$ cat config.mk
export PLATFORM = sky130hd
export DESIGN_NAME = ang_status_regs
export DESIGN_NICKNAME = d
export VERILOG_FILES = /design/src/inc/ang_pkg.sv /design/src/rtl/ang_irq_bank.sv /design/src/rtl/ang_status_regs.sv
export SDC_FILE = /design/constraint.sdc
export NUM_CORES = 1
export LEC_CHECK = 0
export ABC_AREA = 0
export CORE_ASPECT_RATIO = 0.75
export CORE_MARGIN = 4
export CORE_UTILIZATION = 58
export CTS_BUF_LIST = sky130_fd_sc_hd__clkbuf_8
export CTS_CLUSTER_SIZE = 30
export DETAILED_ROUTE_END_ITERATION = 6
export DONT_BUFFER_PORTS = 1
export PLACE_DENSITY = 0.76
export RECOVER_POWER = 25
export SYNTH_ARGS = -nofsm -noshare
export SYNTH_HDL_FRONTEND = slang
export SYNTH_SLANG_ARGS = --single-unit
$ cat constraint.sdc
create_clock -name ref_clk -period 1 [get_ports ref_clk]
set_input_delay 0.05 -clock ref_clk [delete_from_list [all_inputs] [get_ports ref_clk]]
set_output_delay 0.05 -clock ref_clk [all_outputs]
set_load 0.05 [all_outputs]
$ cat src/inc/ang_pkg.sv
// Constants, field layout and carrier types for the auto-negotiation
// next page and expansion status registers.
// Assumes a 5-bit management register address space and one 100 MHz clock.
//
// Overview of operation
// Bit 13 flags message or unformatted page
// Bit 12 shows partner can comply
// Bit 11 is inverse of previous toggle
// Bits 10:0 hold partner code, reset zero
// Expansion bits 15:5 ignore writes, read zero
// Expansion bit 4 shows parallel detection fault
// Expansion bit 3 shows partner next page ability
// Expansion bit 2 fixed at one
// Expansion bit 1 set on page, read clears
// Expansion bit 0 shows partner negotiation ability
// Bit 15 shows partner wants more pages
// Bit 14 partner acknowledge, hardware driven only
// Whole word updates with page-received flag
package ang_pkg;

    // Register offsets
    localparam logic [4:0] OFS_NP_WORD = 5'h05;
    localparam logic [4:0] OFS_EXPANSION = 5'h06;
    localparam logic [4:0] OFS_IRQ_STATUS = 5'h10;
    localparam logic [4:0] OFS_IRQ_MASK = 5'h11;

    // Expansion status field positions
    localparam int EXP_RSV_LSB = 5;
    localparam int EXP_PDF_BIT = 4;
    localparam int EXP_LP_NP_BIT = 3;
    localparam int EXP_LOCAL_MULTI_PAGE_CAPABLE_BIT = 2;
    localparam int EXP_PAGE_RX_BIT = 1;
    localparam int EXP_LP_AN_BIT = 0;

    // Interrupt status and mask field positions
    localparam int IRQ_PAGE_BIT = 0;
    localparam int IRQ_PDF_BIT = 1;
    localparam int IRQ_W = 2;

    // Reset values
    localparam logic [15:0] NP_WORD_RST = 16'h0000;
    localparam logic [10:0] CODE_RST = 11'h000;
    localparam logic LOCAL_LOCAL_MULTI_PAGE_CAPABLE = 1'b1;
    localparam logic [1:0] IRQ_MASK_RST = 2'h0;
    localparam logic [15:0] RDATA_RST = 16'h0000;

    // Next page code word as received from the partner, bit 15 first
    typedef struct packed {
        logic more_pages_wanted;
        logic partner_ack;
        logic message_page_flag;
        logic comply_ack;
        logic toggle;
        logic [10:0] code;
    } ang_np_word_t;

    // Level status from the arbitration logic
    typedef struct packed {
        logic parallel_detect_fault;
        logic partner_multi_page_capable;
        logic partner_negotiation_capable;
    } ang_link_status_t;

endpackage

$ cat src/rtl/ang_irq_bank.sv
// Sticky event status with write-one-to-clear, a mask and one level output.
// Assumes one synchronous clock and the event pulses in that domain.
`timescale 1ns/100ps
`default_nettype none
module ang_irq_bank #(
    parameter int W = 2
) (
    input wire logic ref_clk,
    input wire logic rstn,
    input wire logic [W-1:0] evt,
    input wire logic wr_status,
    input wire logic wr_mask,
    input wire logic [W-1:0] wdata,
    output logic [W-1:0] status,
    output logic [W-1:0] mask,
    output logic irq
);

    logic [W-1:0] status_reg; // Sticky event bits
    logic [W-1:0] mask_reg; // Enable per event
    logic [W-1:0] status_next; // Next sticky state
    logic [W-1:0] mask_next; // Next mask state

    // Per bit: an event wins over a clear in the same cycle
    genvar i;
    generate
        for (i = 0; i < W; i = i + 1) begin : g_bit
            assign status_next[i] = evt[i] | (status_reg[i] & ~(wr_status & wdata[i]));
        end
    endgenerate

    // Mask loads on its own write
    assign mask_next = wr_mask ? wdata : mask_reg;

    // Status and mask flops
    always_ff @(posedge ref_clk or negedge rstn) begin
        if (!rstn) begin
            status_reg <= '0;
            mask_reg <= W'(ang_pkg::IRQ_MASK_RST);
        end else begin
            status_reg <= status_next;
            mask_reg <= mask_next;
        end
    end

    // Level output while any unmasked bit stands
    assign status = status_reg;
    assign mask = mask_reg;
    assign irq = |(status_reg & mask_reg);

endmodule
`default_nettype wire

$ cat src/rtl/ang_status_regs.sv
// Received next page word and expansion status registers, with an event
// interrupt bank, reached over a plain strobe register port.
// Assumes the arbitration logic delivers page words and levels synchronously.
//
// Chosen here: the strobed register port.
`timescale 1ns/100ps
`default_nettype none
module ang_status_regs (
    input wire logic ref_clk,
    input wire logic rstn,
    input wire logic [4:0] reg_addr,
    input wire logic [15:0] reg_wdata,
    input wire logic reg_wr,
    input wire logic reg_rd,
    output logic [15:0] reg_rdata,
    input wire logic page_accept,
    input wire ang_pkg::ang_np_word_t page_word,
    input wire ang_pkg::ang_link_status_t link_status,
    output logic irq
);

    // Stored partner word and status flops
    ang_pkg::ang_np_word_t np_word_reg; // Last accepted partner word
    ang_pkg::ang_np_word_t np_word_next; // Its next value
    logic page_rx_reg; // Page received, cleared on read
    logic page_rx_next; // Its next value
    logic pdf_reg; // Parallel detection fault level
    logic lp_np_reg; // Partner next page ability level
    logic lp_an_reg; // Partner negotiation ability level
    logic pdf_prev_reg; // Fault level one cycle back, for edge event
    logic [15:0] rdata_reg; // Read answer
    logic [15:0] rdata_next; // Its next value

    // Address decode
    wire hit_np_word = (reg_addr == ang_pkg::OFS_NP_WORD);
    wire hit_exp = (reg_addr == ang_pkg::OFS_EXPANSION);
    wire hit_irq_status = (reg_addr == ang_pkg::OFS_IRQ_STATUS);
    wire hit_irq_mask = (reg_addr == ang_pkg::OFS_IRQ_MASK);
    // Qualified strobes; a write to the two status words decodes to nothing
    wire rd_exp = reg_rd & hit_exp;
    wire wr_irq_status = reg_wr & hit_irq_status;
    wire wr_irq_mask = reg_wr & hit_irq_mask;

    // Interrupt bank wiring; the edge detector starts low like an idle
    // fault level, so leaving reset never raises a false fault event
    wire pdf_rise = pdf_reg & ~pdf_prev_reg;
    wire [ang_pkg::IRQ_W-1:0] irq_evt;
    wire [ang_pkg::IRQ_W-1:0] irq_status;
    wire [ang_pkg::IRQ_W-1:0] irq_mask;
    assign irq_evt[ang_pkg::IRQ_PAGE_BIT] = page_accept;
    assign irq_evt[ang_pkg::IRQ_PDF_BIT] = pdf_rise;

    // Whole partner word loads only on an accepted page
    assign np_word_next = page_accept ? page_word : np_word_reg;

    // Received flag: a new page wins over the read that would clear it,
    // so software never misses a page that lands during its own read
    assign page_rx_next = page_accept | (page_rx_reg & ~rd_exp);

    // Expansion word assembly, reserved bits tied to zero
    // Bit 2 is a constant: this end can always send further pages
    wire [15:0] exp_word;
    assign exp_word[15:ang_pkg::EXP_RSV_LSB] = '0;
    assign exp_word[ang_pkg::EXP_PDF_BIT] = pdf_reg;
    assign exp_word[ang_pkg::EXP_LP_NP_BIT] = lp_np_reg;
    assign exp_word[ang_pkg::EXP_LOCAL_MULTI_PAGE_CAPABLE_BIT] = ang_pkg::LOCAL_LOCAL_MULTI_PAGE_CAPABLE;
    assign exp_word[ang_pkg::EXP_PAGE_RX_BIT] = page_rx_reg;
    assign exp_word[ang_pkg::EXP_LP_AN_BIT] = lp_an_reg;

    // Interrupt words, upper bits zero
    wire [15:0] irq_status_word = {{(16 - ang_pkg::IRQ_W){1'b0}}, irq_status};
    wire [15:0] irq_mask_word = {{(16 - ang_pkg::IRQ_W){1'b0}}, irq_mask};

    // Read mux; unmapped addresses answer zero
    wire [15:0] rd_mux = hit_np_word ? 16'(np_word_reg) :
                         hit_exp ? exp_word :
                         hit_irq_status ? irq_status_word :
                         hit_irq_mask ? irq_mask_word : 16'h0000;

    // Read data stands only in the cycle after the strobe
    // Zero at all other times, so a late sample never takes a stale word
    assign rdata_next = reg_rd ? rd_mux : 16'h0000;

    // Partner word and received flag; software writes never reach them
    always_ff @(posedge ref_clk or negedge rstn) begin
        if (!rstn) begin
            np_word_reg <= ang_pkg::NP_WORD_RST;
            page_rx_reg <= 1'b0;
        end else begin
            np_word_reg <= np_word_next;
            page_rx_reg <= page_rx_next;
        end
    end

    // Level status capture from the arbitration logic
    always_ff @(posedge ref_clk or negedge rstn) begin
        if (!rstn) begin
            pdf_reg <= 1'b0;
            lp_np_reg <= 1'b0;
            lp_an_reg <= 1'b0;
            pdf_prev_reg <= 1'b0;
        end else begin
            pdf_reg <= link_status.parallel_detect_fault;
            lp_np_reg <= link_status.partner_multi_page_capable;
            lp_an_reg <= link_status.partner_negotiation_capable;
            pdf_prev_reg <= pdf_reg;
        end
    end

    // Read data register
    always_ff @(posedge ref_clk or negedge rstn) begin
        if (!rstn) begin
            rdata_reg <= ang_pkg::RDATA_RST;
        end else begin
            rdata_reg <= rdata_next;
        end
    end

    // Read answer straight from its flop
    assign reg_rdata = rdata_reg;

    // Sticky events, mask and interrupt output
    // Bit 0 is the page event, bit 1 the rising edge of the fault level
    ang_irq_bank #(
        .W(ang_pkg::IRQ_W)
    ) u_irq (
        .ref_clk(ref_clk),
        .rstn(rstn),
        .evt(irq_evt),
        .wr_status(wr_irq_status),
        .wr_mask(wr_irq_mask),
        .wdata(reg_wdata[ang_pkg::IRQ_W-1:0]),
        .status(irq_status),
        .mask(irq_mask),
        .irq(irq)
    );
endmodule
`default_nettype wire

Word level (Yosys, flattened, before mapping). Index checks and enable logic that the tools add are counted.

Register bits after elaboration: 41. Bits of input ports: 45. Output and inout bits: 17. Logic and storage cells: 41.

Equality and inequality tests: 4. Muxes and demuxes: 5. Bitwise operators: 17. Reduce and logical (&&, ||, !) cells: 1.

Operators with widths (number): 16-bit 2-to-1 mux (2); 5-bit by 3-bit == test with 1-bit output (second input constant) (2); 5-bit == test (second input constant) (2); 1-bit AND (9); 5-bit 2-to-1 mux (1); 2-bit 2-to-1 mux (2); 1-bit NOT (4); 1-bit bitwise OR (3); 2-bit AND (1); 2-bit OR reduction (1).

Longest topological paths before layout.
Depth in word-level cells: 6. Depth in mapped cells: 5. Mapped depth without buffers: 3.

Cells and area by module. Synthesis repeated with hierarchy kept, for this count alone.

Cell total of the unflattened synthesis: 109. Area, all modules: 1584.0 µm².

By module, submodules not included: ang_status_regs (instances 1, cells each 98, area each 1422.6 µm², seq. area each 925.9 µm²); ang_irq_bank (instances 1, cells each 11, area each 161.4 µm², seq. area each 100.1 µm²).

Least setup slack after synthesis. No wires, ideal clock.

Path type: input to register. Start point: input port reg_addr[4]. End point: register rdata_reg[0] (netlist: reg_rdata[0]). Setup time: 123 ps. Data arrival time: 892 ps. Data required time: 877 ps. Slack: -14 ps. Cell stages on the path: 3. Path buffers: 0. Cell sequence: or3b_1 or2_1 o221a_1.

Cells in the longest elaborated chain, start to end: 6. Elaborated cells on any way between the ends: 9. Those cells by class: 4 x eq/ne; 5 x mux.

RTL lines: from (decl) (RTL line ang_status_regs.sv:11) `input wire logic [4:0] reg_addr,`; 5-bit == test (RTL line ang_status_regs.sv:38) `wire hit_irq_mask = (reg_addr == ang_pkg::OFS_IRQ_MASK);`; 2-bit 2-to-1 mux (RTL line ang_status_regs.sv:78) `hit_irq_mask ? irq_mask_word : 16'h0000;`; 2-bit 2-to-1 mux (RTL line ang_status_regs.sv:77) `hit_irq_status ? irq_status_word :`; 5-bit 2-to-1 mux (RTL line ang_status_regs.sv:76) `hit_exp ? exp_word :`; 16-bit 2-to-1 mux (*) (RTL line ang_status_regs.sv:75) `wire [15:0] rd_mux = hit_np_word ? 16'(np_word_reg) :`; 16-bit 2-to-1 mux (*) (RTL line ang_status_regs.sv:82) `assign rdata_next = reg_rd ? rd_mux : 16'h0000;`; named net rdata_next[0] (RTL line ang_status_regs.sv:32) `logic [15:0] rdata_next;`; to (signal assigned) (RTL line ang_status_regs.sv:113) `rdata_reg <= ang_pkg::RDATA_RST;`; to (signal assigned) (RTL line ang_status_regs.sv:115) `rdata_reg <= rdata_next;`; to (decl) (RTL line ang_status_regs.sv:31) `logic [15:0] rdata_reg;`.

The timed path passes the listed nets; every way through them passes the cells marked *. A chain may end at the register's enable or synchronous reset.

Worst setup path in the final report.
Start point: register u_irq.status_reg[1] (netlist: u_irq.status[1]). End point: output port irq.

Cells in the longest elaborated chain, start to end: 2.

RTL lines: from (decl) (RTL line ang_irq_bank.sv:19) `logic [W-1:0] status_reg;`; from (signal assigned) (RTL line ang_irq_bank.sv:41) `status_reg <= status_next;`; 2-bit AND (RTL line ang_irq_bank.sv:49) `assign irq = |(status_reg & mask_reg);`; 2-bit OR reduction (RTL line ang_irq_bank.sv:49); to (decl) (RTL line ang_status_regs.sv:19) `output logic irq`.

Every way passes these cells.

==> impl_results.rst <==
.. list-table::
   :header-rows: 1

   * - Metric
     - Value
   * - Min Clock Period, post-route
     - 1130 ps
   * - Area growth from synthesis to layout
     - 26.1%
   * - Global route overflow
     - 0
   * - Max-slew violations
     - 0
   * - Top-level port count
     - 62
   * - CP Capture Type
     - output port
   * - First-pass GRT wire length
     - 4.63 mm
   * - Clock tree root driver cell
     - sky130_fd_sc_hd__clkbuf_8
   * - Antenna viol nets, final
     - 0
   * - Synth area leader
     - sky130_fd_sc_hd__dfrtp_1
   * - Setup repair after global routing missed its margin
     - yes
   * - Met3 capacity usage during global routing
     - 0.0531
   * - Core Rows
     - 16
   * - Crit path max fanout
     - 2
   * - Sequential-to-total area share from yosys stat
     - 0.654
   * - Register bit count reported by yosys
     - 41
   * - Number of antenna violations at the first check in global routing
     - 0
   * - Reg2reg start
     - u_irq.status[1]
   * - Total of max-cap violations
     - 0
   * - Post-synth top area share
     - 0.654
   * - HPWL after DPL
     - 1.99 mm
   * - Std-Cell Core Area
     - 0.00260 mm2
   * - Setup TNS after final layout
     - -225 ps
   * - Kind of path behind the tightest hold check
     - in2async
   * - Overall Power
     - 3120 uW
   * - Library cell contributing the largest single delay on the critical path
     - sky130_fd_sc_hd__dfrtp_1
   * - Data required time at the worst endpoint
     - 950 ps
   * - Post-Synthesis Net Count
     - 153
   * - Antenna cells
     - 0
   * - Number of port buffers
     - 0
   * - CTS tree
     - built
   * - Worst hold-check slack
     - -544 ps
   * - Post-placement cell area
     - 0.00165 mm2
   * - WP data arrival
     - 1080 ps
   * - Die height
     - 53.0 um
   * - Final std cell area, no fill
     - 0.00198 mm2
   * - Number of CTS-inserted buffers
     - 5
   * - Filler Cell Count
     - 164
   * - Unique masters post-synth
     - 25
   * - Final estimated routing congestion in global placement
     - 0.696
   * - Portion of the clock cycle consumed by the worst path in the final layout
     - 1.13
   * - Clock Sink Count
     - 41
   * - Power density over the cells
     - 1580 mW/mm2
   * - Number of hold buffers added after cts
     - 23
   * - First DRT Iteration DRCs
     - 43
   * - Family with the most delay on the worst path
     - flip-flops
   * - Htree depth
     - 2
   * - FF-to-FF End
     - reg_rdata[1]
   * - Max-Slew Margin vs Limit
     - 0.697
   * - Largest net degree at the start of global routing
     - 42
   * - Via count of the routed design
     - 952
   * - Number of vias per cell
     - 5.38
   * - Die area
     - 0.00361 mm2
   * - Reported leakage power
     - 0.000872 uW
   * - Failing checks
     - negative hold slack, negative setup slack
   * - Fraction of layout cells with a size suffix above 1
     - 0.241
   * - Maximum count of clock buffers along a single path
     - 2
   * - Number of instances in the placed design
     - 145
   * - Width of the chip
     - 68.1 um
   * - Drt total wl
     - 2.94 mm
   * - Synthesized area divided by synthesized cell count
     - 14.5 um2
   * - Routed wirelength normalized by instance count
     - 16.6 um
   * - Startpoint Class
     - register
   * - Number of hold violations in the final report
     - 59
   * - DR DRC count
     - 0
   * - Combined flip-flop and latch cell area
     - 0.00103 mm2
   * - Logic depth of the worst register-to-register path
     - 4
   * - Drt pass-1 iters
     - 3
   * - Met1 layer usage reported by global route
     - 0.216
   * - CP peak stage delay
     - 390 ps
   * - FMAX
     - 0.882 GHz
   * - Clock skew
     - 3.65 ps
   * - Crit path setup slack, layout
     - -134 ps
   * - Number of standard cells after synthesis
     - 108
   * - Cell Area, Synth
     - 0.00157 mm2
   * - Top cells by area in the synthesized netlist
     - sky130_fd_sc_hd__dfrtp_1 65%, sky130_fd_sc_hd__mux2_2 11%, sky130_fd_sc_hd__and2_1 4.4%
   * - Clock transition at the registers of the reported paths
     - 70 ps
   * - Worst setup path class
     - reg2out
   * - Max VDD drop
     - 1390 uV
   * - Bufs and invs on worst path
     - 1
   * - Fin cells
     - 177
   * - Global routing usage on met2
     - 0.312
   * - Number of nets at the end of the flow
     - 187
   * - Cells traversed along the worst timing path
     - a22o_1 > buf_12
   * - Final setup violation count
     - 2
   * - Setup slack, reg-to-reg
     - -90 ps
   * - Result of the run
     - complete, but fails checks
   * - Transition time at the pin with the least slew margin
     - 455 ps
   * - GRT busiest layer
     - met2
   * - Number of global-route vias before repair
     - 960
   * - Worst-skew pair later-pin latency
     - 280 ps
   * - GRT Overall Usage
     - 0.182
   * - Total area of multi-input combinational cells
     - 520 um2
   * - Starting Density
     - 0.603
   * - Number of synthesis warnings
     - 0
-- layout by cell type (no fill, tap or decap), drive strengths merged, types with 3 or more instances in the layout --
| cell | n |
|---|---|
| a21oi | 3 |
| and2 | 11 |
| buf | 8 |
| clkbuf | 5 |
| dfrtp | 41 |
| dlygate4sd3 | 23 |
| mux2 | 18 |
| nor2 | 6 |
-- how the worst max path moves through the flow --
| stage | to | startpoint | cells past startpoint | slack (ps) |
|---|---|---|---|---|
| after floorplan | reg_rdata[0] | reg_addr[4] | 3 | -10 |
| after global placement | reg_rdata[0] | reg_addr[4] | 3 | -40 |
| after detailed placement | reg_rdata[0] | reg_addr[4] | 3 | -60 |
| after CTS | irq | u_irq.status[1] | 2 | -140 |
| after global routing | reg_rdata[1] | u_irq.mask[1] | 4 | -160 |
| final | irq | u_irq.status[1] | 2 | -130 |
-- metrics by stage --
step	hold WS, ps	util	worst slack (ps)
final	-544	0.760	-134
after global routing	-560	0.760	-163
after CTS	-551	0.755	-135
after detailed placement	-245	0.632	-60.3
after global placement	-245	0.632	-39.3
after floorplan	-246	-	-14.4
-- cell usage after synthesis, drive strengths merged --
cell type	count
nand3	1
mux2i	2
o221a	2
nor2b	2
nand2b	2
nor2	6
and2	11
a22oi	2
or4b	1
clkbuf	1
nand4bb	1
inv	1
a21o	2
mux2	18
or3b	1
nand3b	2
a21oi	3
buf	3
nor4b	1
nand4b	2
or2	1
dfrtp	41
a22o	2
-- per-layer routing --
layer,vias to the layer above,share of wire
met4,0,0.012
met3,7,0.057
met2,28,0.54
li1,442,-
met5,-,0
met1,475,0.39
-- logic make-up (layout without fill, tap and decap cells) --
logic type | Yosys count | in the layout | share of synthesized area
DFF | 41 | 41 | 0.654
muxes | 20 | 20 | 0.142
and+or+nand+nor | 31 | 31 | 0.136
AOI/OAI and AO/OA | 11 | 11 | 0.0542
buffers and inverters | 5 | 38 | 0.0143
-- layout make-up --
type | instances | area share
Sequential cell | 41 | 0.520
Multi-Input combinational cell | 62 | 0.263
Timing Repair Buffer | 31 | 0.155
Clock buffer | 5 | 0.0348
Tap cell | 36 | 0.0228
Clock inverter | 1 | 0.00253
Inverter | 1 | 0.00190
-- power breakdown --
group	internal [uW]	total, uW	switching, uW
Sequential	1760	1830	73.3
Clock	458	944	486
Combinational	231	352	121
Total	2440	3120	680
-- timing repair --
action | CTS | global route
gates resized for setup | 0 | 3
setup endpoints to repair | 1 | 5
buffers inserted | 2 | 1
pin swaps | 2 | 3
endpoints found under the hold margin | 66 | 59
Note: power is estimated with default switching activity, not from simulation.
